[config.mk]
export PLATFORM = sky130hd
export DESIGN_NAME = interrupt_control_config
export DESIGN_NICKNAME = d
export VERILOG_FILES = /design/src/logic/intc_cfg_pkg.sv /design/src/logic/ext_edge_detect.sv /design/src/logic/interrupt_control_config.sv
export SDC_FILE = /design/constraint.sdc
export NUM_CORES = 1
export LEC_CHECK = 0
export BUFFER_PORTS_ARGS = -buffer_cell sky130_fd_sc_hd__buf_2
export CORE_UTILIZATION = 52
export CTS_CLUSTER_SIZE = 14
export DETAILED_ROUTE_END_ITERATION = 10
export GPL_TIMING_DRIVEN = 0
export PLACE_DENSITY = 0.79
export SYNTH_ARGS = -nofsm -noshare
export SYNTH_HDL_FRONTEND = slang
export SYNTH_SLANG_ARGS = --single-unit
[constraint.sdc]
create_clock -name aclk -period 2.4 [get_ports aclk]
set_input_delay 0.12 -clock aclk [delete_from_list [all_inputs] [get_ports aclk]]
set_output_delay 0.12 -clock aclk [all_outputs]
set_load 0.03 [all_outputs]
[src/logic/intc_cfg_pkg.sv]
package intc_cfg_pkg;

  // Register map (byte addresses, one aligned word each)
  localparam logic [3:0] ctrl_addr = 4'h0;
  localparam logic [3:0] stat_addr = 4'h4;
  localparam logic [3:0] clr_addr = 4'h8;
  localparam logic [3:0] ien_addr = 4'hC;
  localparam int addr_width = 4;
  localparam int num_ext = 5;
  localparam int prio_width = 3;

  // Control register field positions
  localparam int vec_mode_bit = 12;
  localparam int prox_lsb = 8;
  localparam int prox_msb = 10;
  localparam int edge_lsb = 0;

  // Control register reset value and writable-bit mask
  localparam logic [31:0] ctrl_reset = 32'h0000_0000;
  localparam logic [31:0] ctrl_mask = 32'h0000_171F;
  localparam logic [2:0] prox_off = 3'h0;
  localparam logic [2:0] prox_only_one = 3'h1;
  localparam logic [2:0] prio_one = 3'h1;

  // AXI4-Lite responses
  localparam logic [1:0] resp_okay = 2'h0;
  localparam logic [1:0] resp_slverr = 2'h2;

  // Proximity hold time, 1 us at 125 MHz
  localparam int prox_hold_ns = 1000;
  localparam int clk_period_ns = 8;
  localparam int prox_hold_cycles = prox_hold_ns / clk_period_ns;
  localparam int prox_cnt_width = 8;

  // Decoded control register fields; only edge_sel is carried to the edge unit
  typedef struct packed {
    logic vector_mode_select;
    logic [2:0] proximity_timer_priority;
    logic [4:0] edge_sel;
  } cfg_type;

endpackage

[src/logic/ext_edge_detect.sv]
`timescale 1ns/1ps
module ext_edge_detect (
  // Clock and reset
  input wire logic aclk,
  input wire logic aresetn,
  // Pins and polarity
  input wire logic [intc_cfg_pkg::num_ext-1:0] ext_irq,
  input wire logic [intc_cfg_pkg::num_ext-1:0] edge_sel,
  // Detected edges
  output logic [intc_cfg_pkg::num_ext-1:0] edge_pulse
);

  logic [intc_cfg_pkg::num_ext-1:0] sync1_q;
  logic [intc_cfg_pkg::num_ext-1:0] sync2_q;
  logic [intc_cfg_pkg::num_ext-1:0] prev_q;
  logic [intc_cfg_pkg::num_ext-1:0] pulse_q;

  // Per-input synchroniser and polarity-selected edge detector
  genvar i;
  generate
    for (i = 0; i < intc_cfg_pkg::num_ext; i++)
    begin : g_ch
      wire rise = sync2_q[i] & ~prev_q[i];
      wire fall = ~sync2_q[i] & prev_q[i];
      wire hit = edge_sel[i] ? rise : fall;
      always_ff @(posedge aclk)
      begin
        if (!aresetn)
        begin
          sync1_q[i] <= 1'b0;
          sync2_q[i] <= 1'b0;
          prev_q[i] <= 1'b0;
          pulse_q[i] <= 1'b0;
        end
        else
        begin
          sync1_q[i] <= ext_irq[i];
          sync2_q[i] <= sync1_q[i];
          prev_q[i] <= sync2_q[i];
          pulse_q[i] <= hit;
        end
      end
    end
  endgenerate

  assign edge_pulse = pulse_q;

endmodule

[src/logic/interrupt_control_config.sv]
`timescale 1ns/1ps
// Summary of operation
// - Control bit 12 set selects multi-vectored dispatch, clear selects single-vectored.
// - Bits 10..8 hold the proximity priority field; zero turns the proximity timer off.
// - A field of 1 starts the timer only for group priority 1 interrupts.
// - A field of 2..7 starts the timer for any group priority at or below the field.
// - Polarity bits for external inputs 0..4 sit at control bits 0..4.
// - Unimplemented control bits read as zero and ignore writes.
// - All control bits reset to zero: single vector, timer off, falling edges.
module interrupt_control_config (
  // Clock and reset
  input wire logic aclk,
  input wire logic aresetn,
  // AXI4-Lite write address
  input wire logic [intc_cfg_pkg::addr_width-1:0] s_axi_awaddr,
  input wire logic s_axi_awvalid,
  output logic s_axi_awready,
  // AXI4-Lite write data
  input wire logic [31:0] s_axi_wdata,
  input wire logic [3:0] s_axi_wstrb,
  input wire logic s_axi_wvalid,
  output logic s_axi_wready,
  // AXI4-Lite write response
  output logic [1:0] s_axi_bresp,
  output logic s_axi_bvalid,
  input wire logic s_axi_bready,
  // AXI4-Lite read address
  input wire logic [intc_cfg_pkg::addr_width-1:0] s_axi_araddr,
  input wire logic s_axi_arvalid,
  output logic s_axi_arready,
  // AXI4-Lite read data
  output logic [31:0] s_axi_rdata,
  output logic [1:0] s_axi_rresp,
  output logic s_axi_rvalid,
  input wire logic s_axi_rready,
  // External interrupt pins
  input wire logic [intc_cfg_pkg::num_ext-1:0] ext_irq,
  // Group priority of each external source
  input wire logic [intc_cfg_pkg::num_ext*intc_cfg_pkg::prio_width-1:0] ext_prio,
  // Core side
  output logic [intc_cfg_pkg::num_ext-1:0] core_req,
  output logic vector_mode_select,
  output logic irq
);

  localparam int n = intc_cfg_pkg::num_ext;
  localparam int pw = intc_cfg_pkg::prio_width;
  localparam int cw = intc_cfg_pkg::prox_cnt_width;
  localparam logic [cw-1:0] hold_count = cw'(intc_cfg_pkg::prox_hold_cycles);
  localparam logic [cw-1:0] cnt_zero = '0;
  localparam logic [cw-1:0] cnt_one = cw'(1);

  intc_cfg_pkg::cfg_type cfg;
  logic [31:0] ctrl_q;
  logic [n-1:0] stat_q;
  logic [n-1:0] ien_q;
  logic [n-1:0] pend_q;
  logic [n-1:0] req_q;
  logic [cw-1:0] prox_cnt_q;
  logic vec_q;
  logic irq_q;
  logic awready_q;
  logic wready_q;
  logic bvalid_q;
  logic [1:0] bresp_q;
  logic arready_q;
  logic rvalid_q;
  logic [31:0] rdata_q;
  logic [1:0] rresp_q;
  logic [intc_cfg_pkg::addr_width-1:0] awaddr_q;
  logic [31:0] wdata_q;
  logic [3:0] wstrb_q;
  logic aw_held_q;
  logic w_held_q;
  logic [n-1:0] edge_pulse;

  // Field view of the control register
  assign cfg.vector_mode_select = ctrl_q[intc_cfg_pkg::vec_mode_bit];
  assign cfg.proximity_timer_priority =
    ctrl_q[intc_cfg_pkg::prox_msb:intc_cfg_pkg::prox_lsb];
  assign cfg.edge_sel = ctrl_q[intc_cfg_pkg::edge_lsb +: n];

  // Synchronised edge detection of the pins
  ext_edge_detect u_edge (
    .aclk(aclk),
    .aresetn(aresetn),
    .ext_irq(ext_irq),
    .edge_sel(cfg.edge_sel),
    .edge_pulse(edge_pulse)
  );

  // Write channel: address and data may arrive in either order
  wire aw_take = s_axi_awvalid & awready_q;
  wire w_take = s_axi_wvalid & wready_q;
  wire aw_have = aw_held_q | aw_take;
  wire w_have = w_held_q | w_take;
  wire [intc_cfg_pkg::addr_width-1:0] wr_addr = aw_held_q ? awaddr_q : s_axi_awaddr;
  wire [31:0] wr_data = w_held_q ? wdata_q : s_axi_wdata;
  wire [3:0] wr_strb = w_held_q ? wstrb_q : s_axi_wstrb;
  wire wr_fire = aw_have & w_have & ~bvalid_q;
  wire [31:0] strb_mask = {{8{wr_strb[3]}}, {8{wr_strb[2]}}, {8{wr_strb[1]}}, {8{wr_strb[0]}}};
  wire wr_ctrl = wr_fire & (wr_addr == intc_cfg_pkg::ctrl_addr);
  wire wr_clr = wr_fire & (wr_addr == intc_cfg_pkg::clr_addr);
  wire wr_ien = wr_fire & (wr_addr == intc_cfg_pkg::ien_addr);
  wire wr_ro = wr_fire & (wr_addr == intc_cfg_pkg::stat_addr);
  wire wr_hit = wr_ctrl | wr_clr | wr_ien | wr_ro;
  wire [31:0] wmask = strb_mask & intc_cfg_pkg::ctrl_mask;
  wire [31:0] ctrl_d = (ctrl_q & ~wmask) | (wr_data & wmask);
  wire [n-1:0] low_mask = strb_mask[n-1:0];
  wire [n-1:0] clr_bits = wr_clr ? (wr_data[n-1:0] & low_mask) : '0;
  wire [n-1:0] ien_d = (ien_q & ~low_mask) | (wr_data[n-1:0] & low_mask);

  // Read decode; unmapped addresses answer SLVERR with zero data
  wire rd_take = s_axi_arvalid & arready_q;
  wire rd_ctrl = s_axi_araddr == intc_cfg_pkg::ctrl_addr;
  wire rd_stat = s_axi_araddr == intc_cfg_pkg::stat_addr;
  wire rd_clr = s_axi_araddr == intc_cfg_pkg::clr_addr;
  wire rd_ien = s_axi_araddr == intc_cfg_pkg::ien_addr;
  wire [31:0] rd_val = rd_ctrl ? (ctrl_q & intc_cfg_pkg::ctrl_mask) :
                       rd_stat ? {{(32-n){1'b0}}, stat_q} :
                       rd_ien ? {{(32-n){1'b0}}, ien_q} : 32'h0000_0000;
  wire rd_ok = rd_ctrl | rd_stat | rd_clr | rd_ien;

  // Proximity eligibility per source
  logic [n-1:0] elig;
  genvar g;
  generate
    for (g = 0; g < n; g++)
    begin : g_elig
      wire [pw-1:0] p = ext_prio[g*pw +: pw];
      wire only_one = (cfg.proximity_timer_priority == intc_cfg_pkg::prox_only_one) &
                      (p == intc_cfg_pkg::prio_one);
      wire at_below = (cfg.proximity_timer_priority > intc_cfg_pkg::prox_only_one) &
                      (p <= cfg.proximity_timer_priority);
      assign elig[g] = (cfg.proximity_timer_priority != intc_cfg_pkg::prox_off) &
                       (only_one | at_below);
    end
  endgenerate

  // Held requests flush when the timer expires or the timer is switched off
  wire prox_active = prox_cnt_q != cnt_zero;
  wire prox_expire = prox_cnt_q == cnt_one;
  wire [n-1:0] new_pend = edge_pulse & elig;
  wire [n-1:0] direct = edge_pulse & ~elig;
  wire flush = prox_expire | (cfg.proximity_timer_priority == intc_cfg_pkg::prox_off);
  wire [n-1:0] release_now = flush ? pend_q : '0;
  wire [n-1:0] pend_d = (pend_q & ~release_now) | new_pend;
  // Reload on expiry too, or an edge landing on the last count would stay pending
  wire start_prox = (|new_pend) & (~prox_active | prox_expire);
  wire [cw-1:0] prox_cnt_d = start_prox ? hold_count :
                             prox_active ? prox_cnt_q - cnt_one : cnt_zero;
  wire [n-1:0] stat_d = (stat_q & ~clr_bits) | edge_pulse; // Set wins over clear

  // Control register; unimplemented bits never load
  always_ff @(posedge aclk)
  begin
    if (!aresetn)
      ctrl_q <= intc_cfg_pkg::ctrl_reset;
    else if (wr_ctrl)
      ctrl_q <= ctrl_d;
  end

  // Interrupt status, enable and output level
  always_ff @(posedge aclk)
  begin
    if (!aresetn)
    begin
      stat_q <= '0;
      ien_q <= '0;
      irq_q <= 1'b0;
    end
    else
    begin
      stat_q <= stat_d;
      ien_q <= wr_ien ? ien_d : ien_q;
      irq_q <= |(stat_d & (wr_ien ? ien_d : ien_q));
    end
  end

  // Proximity timer and request delivery to the core
  always_ff @(posedge aclk)
  begin
    if (!aresetn)
    begin
      pend_q <= '0;
      prox_cnt_q <= cnt_zero;
      req_q <= '0;
      vec_q <= 1'b0;
    end
    else
    begin
      pend_q <= pend_d;
      prox_cnt_q <= prox_cnt_d;
      req_q <= direct | release_now;
      vec_q <= cfg.vector_mode_select;
    end
  end

  // Write handshake state
  always_ff @(posedge aclk)
  begin
    if (!aresetn)
    begin
      aw_held_q <= 1'b0;
      w_held_q <= 1'b0;
      awaddr_q <= '0;
      wdata_q <= '0;
      wstrb_q <= '0;
      awready_q <= 1'b0;
      wready_q <= 1'b0;
      bvalid_q <= 1'b0;
      bresp_q <= intc_cfg_pkg::resp_okay;
    end
    else
    begin
      aw_held_q <= aw_have & ~wr_fire;
      w_held_q <= w_have & ~wr_fire;
      if (aw_take)
        awaddr_q <= s_axi_awaddr;
      if (w_take)
      begin
        wdata_q <= s_axi_wdata;
        wstrb_q <= s_axi_wstrb;
      end
      awready_q <= ~aw_have & ~wr_fire & ~bvalid_q & ~awready_q;
      wready_q <= ~w_have & ~wr_fire & ~bvalid_q & ~wready_q;
      if (wr_fire)
      begin
        bvalid_q <= 1'b1;
        bresp_q <= wr_hit ? intc_cfg_pkg::resp_okay : intc_cfg_pkg::resp_slverr;
      end
      else if (s_axi_bready)
        bvalid_q <= 1'b0;
    end
  end

  // Read handshake state
  always_ff @(posedge aclk)
  begin
    if (!aresetn)
    begin
      arready_q <= 1'b0;
      rvalid_q <= 1'b0;
      rdata_q <= '0;
      rresp_q <= intc_cfg_pkg::resp_okay;
    end
    else
    begin
      arready_q <= ~arready_q & ~rvalid_q & ~rd_take;
      if (rd_take)
      begin
        rvalid_q <= 1'b1;
        rdata_q <= rd_val;
        rresp_q <= rd_ok ? intc_cfg_pkg::resp_okay : intc_cfg_pkg::resp_slverr;
      end
      else if (s_axi_rready)
        rvalid_q <= 1'b0;
    end
  end

  // Outputs straight from flops
  assign s_axi_awready = awready_q;
  assign s_axi_wready = wready_q;
  assign s_axi_bvalid = bvalid_q;
  assign s_axi_bresp = bresp_q;
  assign s_axi_arready = arready_q;
  assign s_axi_rvalid = rvalid_q;
  assign s_axi_rdata = rdata_q;
  assign s_axi_rresp = rresp_q;
  assign core_req = req_q;
  assign vector_mode_select = vec_q;
  assign irq = irq_q;

endmodule

### Word-level counts from Yosys, hierarchy flattened

Index checks and enable logic that the tools add are counted.

* register bits after elaboration: 163
* input bits: 71
* logic and storage cells: 194

* add/subtract/negate cells: 1
* magnitude comparators: 6
* eq/ne operators: 13
* muxes and demuxes: 22
* bitwise operators: 100
* reduce and logical (&&, ||, !) cells: 10

Operators by type and width (count)
* 1-bit AND: 45
* 5-bit AND: 7
* 32-bit by 13-bit AND with 32-bit output: 1
* 32-bit AND: 1
* 32-bit two-way mux: 1
* 13-bit inverter with 32-bit output: 1
* 32-bit OR: 1
* 5-bit two-way mux: 5
* 1-bit inverter: 21
* 5-bit inverter: 4
* 5-bit OR: 4
* 3-bit by 1-bit == test with 1-bit output, second input constant: 6
* 4-bit == test, second input constant: 4
* 3-bit less-or-equal comparator: 5
* 1-bit OR: 15
* 7-bit two-way mux: 2
* 13-bit two-way mux: 1
* 5-bit OR reduction: 2
* 1-bit two-way mux: 9
* 4-bit by 3-bit == test with 1-bit output, second input constant: 2
* 8-bit by 1-bit == test with 1-bit output, second input constant: 1
* 4-bit logical NOT: 2
* 8-bit nonzero test: 1
* 8-bit by 1-bit subtractor with 8-bit output, second input constant: 1
* other kinds (7): 10

### Depth between registers and ports, before layout

Gate-level depths: netlist (run 1).

* depth in word-level cells: 11
* depth in mapped cells: 8
* mapped depth without buffers: 8

### By module

A second synthesis (run 1) with hierarchy kept.

* cells, all modules: 481
* area total of the unflattened synthesis: 4464.3 um^2

By module, submodules not included
* interrupt_control_config: times used 1, cells an instance 429, area an instance 3821.2 um^2, sequential area each 1441.4 um^2
* ext_edge_detect: times used 1, cells an instance 52, area an instance 643.1 um^2, sequential area each 400.4 um^2

### Least setup slack after synthesis (run 1)

OpenSTA, ideal clock, no wires.

* kind: register -> register
* start point: register awready_q (netlist: s_axi_awready)
* end point: register irq_q (netlist: irq)
* library setup time: 0.125 ns
* arrival time: 1.997 ns
* slack: 0.278 ns
* stages on the path, launching flop included: 8
* buffers on the path: 1
* period minus slack after synthesis: 2.122 ns
* cells stage by stage: dfxtp_1 > buf_2 > nand4b_1 > a2bb2oi_4 > nand3_4 > mux2_4 > o21a_1 > o41a_1

* cells in the longest elaborated chain, start to end: 11
* elaborated cells between the ends (all ways): 13
* those cells by class: 2 x mux; 10 x bitwise; 1 x reduce/logical

RTL lines
* start: declaration: RTL line interrupt_control_config.sv:62 `logic awready_q;`
* start signal: assignment: RTL line interrupt_control_config.sv:225 `awready_q <= ~aw_have & ~wr_fire & ~bvalid_q & ~awready_q;`
* 1-bit AND *: RTL line interrupt_control_config.sv:93 `wire aw_take = s_axi_awvalid & awready_q;`
* 1-bit OR *: RTL line interrupt_control_config.sv:95 `wire aw_have = aw_held_q | aw_take;`
* 1-bit AND * (2 in a row): RTL line interrupt_control_config.sv:100 `wire wr_fire = aw_have & w_have & ~bvalid_q;`
* 1-bit AND: RTL line interrupt_control_config.sv:103 `wire wr_clr = wr_fire & (wr_addr == intc_cfg_pkg::clr_addr);`
* 5-bit two-way mux: RTL line interrupt_control_config.sv:110 `wire [n-1:0] clr_bits = wr_clr ? (wr_data[n-1:0] & low_mask) : '0;`
* 5-bit inverter: RTL line interrupt_control_config.sv:152 `wire [n-1:0] stat_d = (stat_q & ~clr_bits) | edge_pulse;`
* 5-bit AND: RTL line interrupt_control_config.sv:152
* 5-bit OR: RTL line interrupt_control_config.sv:152
* 5-bit AND *: RTL line interrupt_control_config.sv:176 `irq_q <= |(stat_d & (wr_ien ? ien_d : ien_q));`
* 5-bit OR reduction *: RTL line interrupt_control_config.sv:176
* end signal: assignment: RTL line interrupt_control_config.sv:176
* end: declaration: RTL line interrupt_control_config.sv:61 `logic irq_q;`

Every way passes the cells marked *; elsewhere a longest branch is shown, timed or not.
A chain may end at the register's enable or synchronous reset.

==> load_flow_metrics.sql, run 1 <==
INSERT INTO impl_metrics (metric_group, metric, value, unit) VALUES
('floorplan', 'top_level_ports', '119', ''),
('timing', 'setup_total_negative_slack', '0', 'ns'),
('timing', 'fin_crit', '2.30', 'ns'),
('setup_path', 'critical_path_arrival', '2.59', 'ns'),
('timing', 'finalSetupViolations', '0', ''),
('timing', 'finalCritPeriodShare', '0.957', ''),
('setup_path', 'cp_data_required_time', '2.69', 'ns'),
('finish', 'seq_area', '1840', 'sq um'),
('synthesis', 'ys_async_sr_fraction', '0', ''),
('clock_network', 'clk_pin_slew', '0.09', 'ns'),
('global_route', 'number_of_global_route_vias_before_repair', '3522', ''),
('finish', 'final_cell_area', '5110', 'sq um'),
('setup_path', 'timing.critical_path.buf_inv', '2', ''),
('clock_network', 'clock_path_buffers', '2', ''),
('clock_network', 'cts_made_buffers', '9', ''),
('finish', 'layout_common_cells', 'sky130_fd_sc_hd__dfxtp_1 (92), sky130_fd_sc_hd__buf_2 (70), sky130_fd_sc_hd__nor2_1 (61), sky130_fd_sc_hd__nand2_1 (52), sky130_fd_sc_hd__a21oi_1 (46)', ''),
('routing', 'drt_pass_1_iters', '5', ''),
('setup_path', 'crit_slowest_cell', 'sky130_fd_sc_hd__o32ai_1', ''),
('finish', 'commonest_non_fill_non_tap_cell_in_the_layout', 'sky130_fd_sc_hd__dfxtp_1', ''),
('floorplan', 'placeableCoreArea', '7850', 'sq um'),
('floorplan', 'fp-row-count', '32', ''),
('status', 'outcome', 'complete, no violations', ''),
('routing', 'routed-via-count', '3751', ''),
('finish', 'drive_above_1_share', '0.230', ''),
('synthesis', 'synthesis.instances', '496', ''),
('floorplan', 'initial_core_util', '0.548', ''),
('placement', 'gp_routability_congestion', '0.857', ''),
('finish', 'nets', '693', ''),
('timing', 'final.setup_skew', '0.00775', 'ns'),
('finish', 'nFillCells', '683', ''),
('global_route', 'pin_count_of_the_biggest_net_entering_global_routing', '15', ''),
('synthesis', 'ys_seq_elements', '92', ''),
('synthesis', 'synth_enable_flop_cells', '0', ''),
('setup_path', 'end_kind', 'register', ''),
('synthesis', 'synth_area_per_cell', '8.67', 'sq um'),
('finish', 'multiInputGateArea', '2210', 'sq um'),
('synthesis', 'yosys.cell_types.count', '52', ''),
('routing', 'drt-total-wl', '9950', 'um'),
('hold_path', 'holdCritPathClass', 'in -> reg', ''),
('setup_path', 'maximum_net_fanout_on_the_critical_path', '7', ''),
('pwr', 'worst_ir_drop_vdd', '484', 'uV'),
('placement', 'dp_hpwl', '7570', 'um'),
('routing', 'ant_nets', '0', ''),
('routing', 'vias_per_cell', '5.27', ''),
('global_route', 'groute.usage.overall', '0.237', ''),
('clock_network', 'clock_tree_from_tritoncts', 'built', ''),
('finish', 'final_cell_count_no_fill', '712', ''),
('finish', 'syn_to_final_growth', '18.9', '%'),
('clock_network', 'clock_sinks', '92', ''),
('global_route', 'grt_pass1_wl', '16100', 'um'),
('routing', 'routedWlPerCell', '14.0', 'um'),
('clock_network', 'clock_latency', '0.36', 'ns'),
('timing', 'maxClockFrequency', '0.435', 'GHz'),
('routing', 'first_iter_violations', '193', ''),
('placement', 'placement.cell_area', '4850', 'sq um'),
('timing', 'final_max_tran_viols', '0', ''),
('floorplan', 'die_outline_height', '92.9', 'um'),
('global_route', 'grt.overflow.total', '0', ''),
('clock_network', 'buffer_type_at_the_clock_tree_root', 'sky130_fd_sc_hd__clkbuf_8', ''),
('pwr', 'power_density', '654', 'nW/um^2'),
('global_route', 'initial_antenna_violation_count', '0', ''),
('setup_path', 'worst_setup_path_start_kind', 'register', ''),
('setup_path', 'cpLargestDelayFamily', 'compound AO/OA/AOI/OAI gates', ''),
('setup_path', 'ordered_list_of_cells_on_the_worst_path', 'inv_1, ha_1, nor2b_1, o21ai_0, a21oi_1, o32ai_1, o31ai_4, buf_4, o22ai_1', ''),
('synthesis', 'ys_dominant_reg_cell', 'sky130_fd_sc_hd__dfxtp_1', ''),
('placement', 'placement.io_buffers', '67', ''),
('timing', 'report.final.hold_viol_count', '0', ''),
('finish', 'ant_cells', '0', ''),
('run', 'max_cap_viols', '0', ''),
('floorplan', 'chipWidth', '92.9', 'um'),
('setup_path', 'worst-setup-path-type', 'reg -> reg', ''),
('synthesis', 'synth-seq-area-share', '0.428', ''),
('floorplan', 'area_enclosed_by_the_die_boundary', '8640', 'sq um'),
('placement', 'post_placement_cell_count', '689', ''),
('synthesis', 'synthesis.yosys.warnings', '0', ''),
('setup_path', 'critical_path.max_stage_delay', '0.46', 'ns'),
('timing', 'worst-slew-pin-transition', '0.904', 'ns'),
('synthesis', 'post_synth_instance_area', '4300', 'sq um'),
('clock_network', 'clock_tree.htree_level_count', '3', ''),
('routing', 'route.detailed.drc', '0', ''),
('timing', 'max_slew_margin', '0.393', ''),
('pwr', 'static-leakage-power', '2.18', 'nW');
-- metal layers --
layer	GRT usage	wire length, um	vias up
li1	-	-	1870
met1	0.274	4180	1745
met2	0.423	5040	119
met3	0.0599	538	17
met4	0.0756	191	0
met5	0	0	-
-- worst paths after layout --
kind | start | to | depth (start not counted) | slack, ns
worst min-delay path | s_axi_wdata[8] | wdata_q[8] | 3 | 0.01
worst max register to register | register | prox_cnt_q[3] | 9 | 0.10
worst max-delay path | register | prox_cnt_q[3] | 9 | 0.10
worst min register to register | u_edge.sync1_q[3] | u_edge.sync2_q[3] | 1 | 0.44
-- synth_stat cells, types with 2 or more instances --
cell                       number  area [sq um]
sky130_fd_sc_hd__ha_1          17           213
sky130_fd_sc_hd__a21oi_1       48           240
sky130_fd_sc_hd__buf_2          3          15.0
sky130_fd_sc_hd__o22ai_1        4          25.0
sky130_fd_sc_hd__xnor2_1        2          17.5
sky130_fd_sc_hd__mux2_4         2          30.0
sky130_fd_sc_hd__a221oi_1       5          43.8
sky130_fd_sc_hd__mux2i_1       16           160
sky130_fd_sc_hd__dfxtp_1       92          1840
sky130_fd_sc_hd__nor2_1        61           229
sky130_fd_sc_hd__nor3_1        18          90.1
sky130_fd_sc_hd__nor3b_1        7          52.6
sky130_fd_sc_hd__and2_1        20           125
sky130_fd_sc_hd__a211oi_1       5          37.5
sky130_fd_sc_hd__o32ai_1        2          17.5
sky130_fd_sc_hd__buf_1          2          7.51
sky130_fd_sc_hd__nand2b_1       4          25.0
sky130_fd_sc_hd__nor3_2         2          20.0
sky130_fd_sc_hd__a31oi_1        4          25.0
sky130_fd_sc_hd__o21a_1         4          30.0
sky130_fd_sc_hd__a22oi_1        3          22.5
sky130_fd_sc_hd__nand3_1       15          75.1
sky130_fd_sc_hd__o21ai_0       10          50.1
sky130_fd_sc_hd__buf_4         26           195
sky130_fd_sc_hd__nand4b_1       2          17.5
sky130_fd_sc_hd__or3_1          2          12.5
sky130_fd_sc_hd__mux2_2         9           101
sky130_fd_sc_hd__nand2_1       52           195
sky130_fd_sc_hd__clkbuf_1      13          48.8
sky130_fd_sc_hd__nor2b_1        5          31.3
sky130_fd_sc_hd__inv_1         20          75.1
-- kinds of logic after synthesis --
kind of cell / share of synthesized area
AOI/OAI and AO/OA: 0.141
muxes: 0.0678
buffers and inverters: 0.0829
adders and majority gates: 0.0495
xor gates and xnor gates: 0.00611
and+or+nand+nor: 0.224
DFF: 0.428
other: 0.000872
-- timing repair --
item | 4_1_cts | 5_1_grt
gates resized for setup | 0 | 4
hold endpoints to repair | 6 | 0
hold buffers | 6 | 0
endpoints found under the setup margin | 0 | 8
setup buffers | 0 | 1
-- final cells by class --
class                           count  share of cell area
Tap cell                          102              0.0250
Timing Repair Buffer               74              0.0788
Buffer                             45              0.0543
Multi-Input combinational cell    362               0.433
Clock inverter                      4             0.00490
Clock buffer                       12              0.0284
Inverter                           21              0.0154
Sequential cell                    92               0.360
-- power breakdown --
group	switching, mW	leakage (nW)	internal [mW]
clock network	0.529	0.0824	0.402
registers	0.0700	0.749	1.62
logic	0.420	1.35	0.306
total	1.02	2.18	2.33
-- state kept, by name, summed over array words and instances, names as in the netlist, 2 cells and up, named ones only --
register           cells
s_axi_rdata            9
wdata_q                9
prox_cnt_q             8
core_req               5
ien_q                  5
pend_q                 5
stat_q                 5
u_edge.edge_pulse      5
u_edge.prev_q          5
u_edge.sync1_q         5
u_edge.sync2_q         5
awaddr_q               4
wstrb_q                2
-- worst register-to-register path, stage by stage, from the launching register on --
cell and delay, ns:
sky130_fd_sc_hd__dfxtp_1 0.45, sky130_fd_sc_hd__inv_1 0.17, sky130_fd_sc_hd__ha_1 0.32, sky130_fd_sc_hd__nor2b_1 0.13, sky130_fd_sc_hd__o21ai_0 0.14, sky130_fd_sc_hd__a21oi_1 0.12, sky130_fd_sc_hd__o32ai_1 0.46, sky130_fd_sc_hd__o31ai_4 0.16
sky130_fd_sc_hd__buf_4 0.16, sky130_fd_sc_hd__o22ai_1 0.13
-- metrics by stage --
stage	power [mW]	worst slack, ns	hold slack, ns	util
6_report	3.34	0.103	0.00988	0.651
2_1_floorplan	2.27	0.278	0.247	-
5_1_grt	3.51	-0.00934	0.00896	0.651
3_5_place_dp	2.43	0.143	0.331	0.618
3_3_place_gp	2.40	0.242	0.326	0.618
4_1_cts	3.36	0.117	0.00177	0.648
Note: power is estimated with default switching activity, not from simulation.
==> run 2, diff against run 1 <==
Settings changed: CORE_MARGIN set to 2.
Clock period 2.4 ns to 2.3 ns, I/O delays scaled along.
==> load_flow_metrics.sql, run 2 (synthesized netlist as in run 1, its figures left out) <==
INSERT INTO impl_metrics (metric_group, metric, value, unit) VALUES
('floorplan', 'top_level_ports', '119', ''),
('floorplan', 'initial_core_util', '0.529', ''),
('setup_path', 'cp_data_required_time', '2.55', 'ns'),
('setup_path', 'reg2reg_slack', '0.14', 'ns'),
('pwr', 'switching_share', '0.277', ''),
('routing', 'drt-total-wl', '9490', 'um'),
('pwr', 'static-leakage-power', '2.25', 'nW'),
('clock_network', 'clock_latency', '0.36', 'ns'),
('global_route', 'number_of_global_route_vias_before_repair', '3376', ''),
('routing', 'ant_nets', '0', ''),
('routing', 'first_iter_violations', '157', ''),
('pwr', 'comb_power_share', '0.200', ''),
('global_route', 'grt.met2_usage', '0.376', ''),
('pwr', 'power_density', '724', 'nW/um^2'),
('pwr', 'power.internal', '2.77', 'mW'),
('finish', 'syn_to_final_growth', '22.9', '%'),
('finish', 'layout_common_cells', 'sky130_fd_sc_hd__dfxtp_1 (91), sky130_fd_sc_hd__buf_2 (70), sky130_fd_sc_hd__nor2_1 (60), sky130_fd_sc_hd__nand2_1 (52), sky130_fd_sc_hd__a21oi_1 (45)', ''),
('floorplan', 'placeableCoreArea', '8130', 'sq um'),
('routing', 'route.detailed.drc', '0', ''),
('status', 'outcome', 'complete, no violations', ''),
('placement', 'placement.io_buffers', '67', ''),
('global_route', 'groute.usage.overall', '0.217', ''),
('pwr', 'power.sequential.fraction', '0.461', ''),
('timing', 'fin_crit', '2.16', 'ns'),
('global_route', 'grt_busiest_layer', 'met2', ''),
('setup_path', 'worst-setup-path-type', 'reg -> reg', ''),
('placement', 'post_place_setup_slack', '0.0379', 'ns'),
('timing', 'unrepaired_setup_endpoints_after_global_routing', 'false', ''),
('clock_network', 'cts_made_buffers', '9', ''),
('setup_path', 'worst_setup_path_start_kind', 'register', ''),
('timing', 'final_max_tran_viols', '0', ''),
('finish', 'ant_cells', '0', ''),
('setup_path', 'maximum_net_fanout_on_the_critical_path', '6', ''),
('clock_network', 'clock_tree.htree_level_count', '3', ''),
('floorplan', 'fp-row-count', '33', ''),
('timing', 'final.setup_skew', '0.0103', 'ns'),
('floorplan', 'chipWidth', '94.9', 'um'),
('global_route', 'grt.overflow.total', '0', ''),
('timing', 'report.final.hold_viol_count', '0', ''),
('clock_network', 'clock_sinks', '92', ''),
('timing', 'maxClockFrequency', '0.463', 'GHz'),
('pwr', 'worst_ir_drop_vdd', '362', 'uV'),
('global_route', 'grtUsageMet3', '0.0303', ''),
('routing', 'drt_pass_1_iters', '4', ''),
('routing', 'routed-via-count', '3722', ''),
('clock_network', 'buffer_type_at_the_clock_tree_root', 'sky130_fd_sc_hd__clkbuf_8', ''),
('global_route', 'initial_antenna_violation_count', '0', ''),
('setup_path', 'crit_slowest_cell', 'sky130_fd_sc_hd__o41a_1', ''),
('finish', 'nets', '699', ''),
('timing', 'final.setup.worst_slack', '0.140', 'ns'),
('setup_path', 'end_kind', 'register', ''),
('timing', 'max_slew_margin', '0.453', ''),
('clock_network', 'clk_pin_slew', '0.09', 'ns'),
('setup_path', 'critical_path.max_stage_delay', '0.42', 'ns'),
('global_route', 'met1_usage', '0.261', ''),
('clock_network', 'clock_path_buffers', '2', ''),
('run', 'max_cap_viols', '0', ''),
('routing', 'vias_per_cell', '5.16', ''),
('floorplan', 'die_outline_height', '94.9', 'um'),
('finish', 'commonest_non_fill_non_tap_cell_in_the_layout', 'sky130_fd_sc_hd__dfxtp_1', ''),
('pwr', 'clockPowerShare', '0.340', ''),
('timing', 'finalCritPeriodShare', '0.939', ''),
('placement', 'gp_routability_congestion', '0.835', ''),
('global_route', 'pin_count_of_the_biggest_net_entering_global_routing', '16', ''),
('pwr', 'switchingPower', '1.06', 'mW'),
('setup_path', 'ordered_list_of_cells_on_the_worst_path', 'buf_2, nand4b_1, a21oi_1, nand3_4, mux2_4, o21a_1, o41a_1', ''),
('timing', 'finalSetupViolations', '0', ''),
('finish', 'drive_above_1_share', '0.239', ''),
('routing', 'routedWlPerCell', '13.2', 'um'),
('clock_network', 'clock_tree_from_tritoncts', 'built', ''),
('hold_path', 'holdCritPathClass', 'in -> reg', ''),
('global_route', 'grt_pass1_wl', '15100', 'um'),
('setup_path', 'critical_path_arrival', '2.41', 'ns'),
('timing', 'setup_total_negative_slack', '0', 'ns'),
('timing', 'worst-slew-pin-transition', '0.813', 'ns'),
('floorplan', 'area_enclosed_by_the_die_boundary', '9010', 'sq um'),
('placement', 'dp_hpwl', '7350', 'um');
[run 2: final cells by class]
cell class | count | area, sq um
repair buffers | 80 | 463
well taps | 105 | 131
flip-flops and latches | 92 | 1840
multi-input cells | 362 | 2240
fillers | 695 | 2850
clock inverters | 6 | 111
clock buffers | 10 | 138
plain buffers | 45 | 279
inverters | 21 | 78.8
[run 2: stage by stage]
step / instance area, sq um / total power [mW] / std cells / util / hold slack (ns)
floorplan: 4390 / 2.36 / 520 / - / 0.242
global placement: 4860 / 2.51 / 692 / 0.597 / 0.319
detailed placement: 4860 / 2.54 / 692 / 0.597 / 0.325
CTS: 5230 / 3.85 / 720 / 0.642 / 0.00296
global route: 5290 / 4.02 / 721 / 0.650 / 0.0168
finish: 5290 / 3.83 / 721 / 0.650 / 0.0245
[run 2: critical path: cells and delay by family, from the launching register on]
| kind | cells | cell delay, ns |
|---|---|---|
| DFF | 1 | 0.30 |
| and+or+nand+nor | 2 | 0.44 |
| buffers and inverters | 1 | 0.15 |
| AOI/OAI and AO/OA | 3 | 0.83 |
| muxes | 1 | 0.33 |
[run 2: what timing repair did]
item,in CTS,in global routing
hold endpoints to repair,12,0
resized for setup,0,12
buffers inserted,0,1
setup endpoints to repair,0,18
hold buffers,12,0
[run 2: power groups by stage]
stage / Sequential [mW] / Combinational [mW] / Clock [mW]
2_1_floorplan: 1.82 / 0.549 / 0
3_3_place_gp: 1.79 / 0.718 / 0
3_5_place_dp: 1.80 / 0.738 / 0
4_1_cts: 1.76 / 0.757 / 1.33
5_1_grt: 1.78 / 0.845 / 1.39
6_report: 1.76 / 0.765 / 1.30
[run 2: metal layers]
| metal | up-vias | wire length [um] |
|---|---|---|
| met2 | 91 | 4640 |
| met3 | 15 | 416 |
| met4 | 0 | 246 |
| met5 | - | 0 |
| li1 | 1889 | - |
| met1 | 1727 | 4180 |
[run 2: path summary, 6_finish.rpt]
path                startpoint           endpoint  depth (start not counted)
min reg2reg  u_edge.sync1_q[1]  u_edge.sync2_q[1]                          1
min             s_axi_wdata[0]         wdata_q[0]                          3
max                   w_held_q                irq                          7
max reg2reg           w_held_q                irq                          7
==> run 3, diff against run 2 <==
Settings changed: ABC_AREA set to 1, CORE_UTILIZATION 52 to 53, PLACE_DENSITY 0.79 to not set, PLACE_DENSITY_LB_ADDON set to 0.05.
==> load_flow_metrics.sql, run 3 <==
INSERT INTO impl_metrics (metric_group, metric, value, unit) VALUES
('routing', 'first_iter_violations', '196', ''),
('synthesis', 'synth_area_per_cell', '7.41', 'sq um'),
('synthesis', 'ys_async_sr_fraction', '0', ''),
('timing', 'final.setup_skew', '0.00633', 'ns'),
('routing', 'route.detailed.drc', '0', ''),
('finish', 'nFillCells', '744', ''),
('setup_path', 'timing.critical_path.buf_inv', '1', ''),
('global_route', 'grt.overflow.total', '0', ''),
('routing', 'ant_nets', '0', ''),
('pwr', 'static-leakage-power', '2.60', 'nW'),
('timing', 'report.final.hold_viol_count', '0', ''),
('synthesis', 'post_synth_instance_area', '4480', 'sq um'),
('global_route', 'pin_count_of_the_biggest_net_entering_global_routing', '17', ''),
('setup_path', 'end_kind', 'register', ''),
('routing', 'vias_per_cell', '4.90', ''),
('setup_path', 'cp_common_cell', 'sky130_fd_sc_hd__nand2_1', ''),
('floorplan', 'area_enclosed_by_the_die_boundary', '9200', 'sq um'),
('status', 'outcome', 'complete, no violations', ''),
('finish', 'ant_cells', '0', ''),
('floorplan', 'die_outline_height', '95.9', 'um'),
('synthesis', 'synthesis.instances', '604', ''),
('global_route', 'grt_pass1_wl', '16700', 'um'),
('routing', 'drt-total-wl', '10200', 'um'),
('synthesis', 'synth_top_cells_by_area', 'sky130_fd_sc_hd__dfxtp_1 (41%), sky130_fd_sc_hd__nand2_1 (12%), sky130_fd_sc_hd__inv_1 (6.5%)', ''),
('finish', 'layout_common_cells', 'sky130_fd_sc_hd__nand2_1 (138), sky130_fd_sc_hd__dfxtp_1 (92), sky130_fd_sc_hd__inv_1 (78), sky130_fd_sc_hd__buf_2 (67), sky130_fd_sc_hd__a21oi_1 (48)', ''),
('finish', 'drive_above_1_share', '0.200', ''),
('timing', 'worst-slew-pin-transition', '0.865', 'ns'),
('global_route', 'groute.usage.overall', '0.237', ''),
('timing', 'fin_crit', '1.96', 'ns'),
('floorplan', 'initial_core_util', '0.545', ''),
('clock_network', 'clock_latency', '0.36', 'ns'),
('placement', 'dp_hpwl', '7740', 'um'),
('synthesis', 'list_of_most_frequent_post_synthesis_cells', 'sky130_fd_sc_hd__nand2_1 (138), sky130_fd_sc_hd__dfxtp_1 (92), sky130_fd_sc_hd__inv_1 (78), sky130_fd_sc_hd__a21oi_1 (48), sky130_fd_sc_hd__o21ai_0 (45)', ''),
('clock_network', 'clock_tree_from_tritoncts', 'built', ''),
('routing', 'routed-via-count', '4045', ''),
('run', 'max_cap_viols', '0', ''),
('timing', 'max_slew_margin', '0.418', ''),
('clock_network', 'clock_sinks', '92', ''),
('synthesis', 'synth_enable_flop_cells', '0', ''),
('synthesis', 'ys_seq_elements', '92', ''),
('clock_network', 'cts_made_buffers', '9', ''),
('routing', 'routedWlPerCell', '12.4', 'um'),
('pwr', 'worst_ir_drop_vdd', '386', 'uV'),
('setup_path', 'maximum_net_fanout_on_the_critical_path', '7', ''),
('clock_network', 'clk_pin_slew', '0.10', 'ns'),
('pwr', 'power.sequential.fraction', '0.456', ''),
('timing', 'finalSetupViolations', '0', ''),
('clock_network', 'clock_path_buffers', '2', ''),
('timing', 'maxClockFrequency', '0.510', 'GHz'),
('placement', 'gp_routability_congestion', '0.826', ''),
('pwr', 'clockPowerShare', '0.315', ''),
('floorplan', 'placeableCoreArea', '8220', 'sq um'),
('timing', 'finalCritPeriodShare', '0.853', ''),
('pwr', 'switching_share', '0.317', ''),
('finish', 'syn_to_final_growth', '19.5', '%'),
('clock_network', 'cts_hold_repair.buffers', '9', ''),
('floorplan', 'chipWidth', '95.9', 'um'),
('timing', 'final.setup.worst_slack', '0.339', 'ns'),
('timing', 'setup_total_negative_slack', '0', 'ns'),
('finish', 'multiInputGateArea', '2130', 'sq um'),
('finish', 'utilization', '0.651', ''),
('synthesis', 'yosysMostFrequentCell', 'sky130_fd_sc_hd__nand2_1', ''),
('pwr', 'power.internal', '2.66', 'mW'),
('hold_path', 'holdCritPathClass', 'in -> reg', ''),
('setup_path', 'critical_path.max_stage_delay', '0.33', 'ns'),
('global_route', 'initial_antenna_violation_count', '0', ''),
('global_route', 'number_of_global_route_vias_before_repair', '3716', ''),
('setup_path', 'worst_setup_path_start_kind', 'register', ''),
('timing', 'unrepaired_setup_endpoints_after_global_routing', 'false', ''),
('pwr', 'power_density', '729', 'nW/um^2'),
('placement', 'placement.io_buffers', '67', ''),
('clock_network', 'resized_gates_after_cts', '0', ''),
('synthesis', 'synth-seq-area-share', '0.412', ''),
('pwr', 'switchingPower', '1.24', 'mW'),
('routing', 'drt_pass_1_iters', '5', ''),
('clock_network', 'buffer_type_at_the_clock_tree_root', 'sky130_fd_sc_hd__clkbuf_8', ''),
('finish', 'seq_area', '1840', 'sq um'),
('synthesis', 'ys_dominant_reg_cell', 'sky130_fd_sc_hd__dfxtp_1', ''),
('clock_network', 'clock_tree.htree_level_count', '3', ''),
('clock_network', 'post-cts-setup-buffer-count', '0', ''),
('synthesis', 'post-synth-top-area-cell', 'sky130_fd_sc_hd__dfxtp_1', ''),
('setup_path', 'crit_slowest_cell', 'sky130_fd_sc_hd__ha_1', ''),
('floorplan', 'fp-row-count', '33', ''),
('setup_path', 'worst-setup-path-type', 'reg -> reg', ''),
('timing', 'final_max_tran_viols', '0', ''),
('placement', 'post_place_setup_slack', '0.314', 'ns'),
('synthesis', 'synthesis.yosys.warnings', '0', ''),
('setup_path', 'cpLargestDelayFamily', 'compound AO/OA/AOI/OAI gates', ''),
('pwr', 'post_route_total_power', '3.90', 'mW'),
('finish', 'commonest_non_fill_non_tap_cell_in_the_layout', 'sky130_fd_sc_hd__nand2_1', ''),
('pwr', 'comb_power_share', '0.229', ''),
('setup_path', 'ordered_list_of_cells_on_the_worst_path', 'inv_1, ha_1, a21oi_1, a21boi_0, o21ai_0, nand2_1, nand2_1, o21ai_0, nand2_1, nor2_1', ''),
('setup_path', 'cp_data_required_time', '2.57', 'ns'),
('synthesis', 'synth_top_area_share', '0.412', ''),
('finish', 'nets', '803', ''),
('floorplan', 'top_level_ports', '119', ''),
('setup_path', 'critical_path_arrival', '2.23', 'ns'),
('synthesis', 'yosys.cell_types.count', '39', '');
run 3: layout make-up:
class | count | share of cell area
buffer | 40 | 0.0491
clock buffer | 10 | 0.0239
clock inverter | 6 | 0.0180
inverter | 86 | 0.0615
multi-input combinational | 410 | 0.399
sequential | 92 | 0.344
tap | 105 | 0.0246
timing repair buffer | 76 | 0.0796
run 3: kinds of logic after synthesis:
family | after synthesis | synth area share
buffers and inverters | 126 | 0.132
other | 1 | 0.000838
and+or+nand+nor | 239 | 0.244
DFF | 92 | 0.412
AOI/OAI and AO/OA | 124 | 0.154
xor gates and xnor gates | 5 | 0.00979
adders and majority gates | 17 | 0.0475
run 3: final timing paths:
check,from,end,slack [ns],cells past startpoint
max,register,prox_cnt_q[7],0.34,10
min,s_axi_arvalid,s_axi_rvalid,0.01,3
max reg2reg,register,prox_cnt_q[7],0.34,10
min reg2reg,u_edge.sync1_q[1],u_edge.sync2_q[1],0.42,2
run 3: power groups by stage:
stage / Sequential (mW) / Clock, mW / Combinational (mW)
after floorplan: 1.84 / 0 / 0.640
after global placement: 1.81 / 0 / 0.850
after detailed placement: 1.81 / 0 / 0.873
after CTS: 1.78 / 1.25 / 0.890
after global routing: 1.79 / 1.32 / 1.01
final: 1.78 / 1.23 / 0.891
run 3: per-stage QoR:
step / std cells / instance area, sq um / hold slack, ns
after floorplan: 628 / 4570 / 0.213
after global placement: 800 / 5030 / 0.296
after detailed placement: 800 / 5030 / 0.299
after CTS: 825 / 5350 / 0.00706
after global routing: 825 / 5350 / 0.0337
final: 825 / 5350 / 0.0124
run 3: layer usage:
layer,wire (um),part of all wire,GRT usage,vias to the layer above
met5,0,0,0,-
met4,131,0.013,0.0798,0
met3,498,0.049,0.0337,12
met2,4960,0.48,0.421,104
met1,4660,0.45,0.292,1822
li1,-,-,-,2107
run 3: worst min-delay path, stage by stage:
cell and delay, ns:
sky130_fd_sc_hd__buf_2 0.09, sky130_fd_sc_hd__nand2_1 0.07, sky130_fd_sc_hd__a21oi_1 0.06
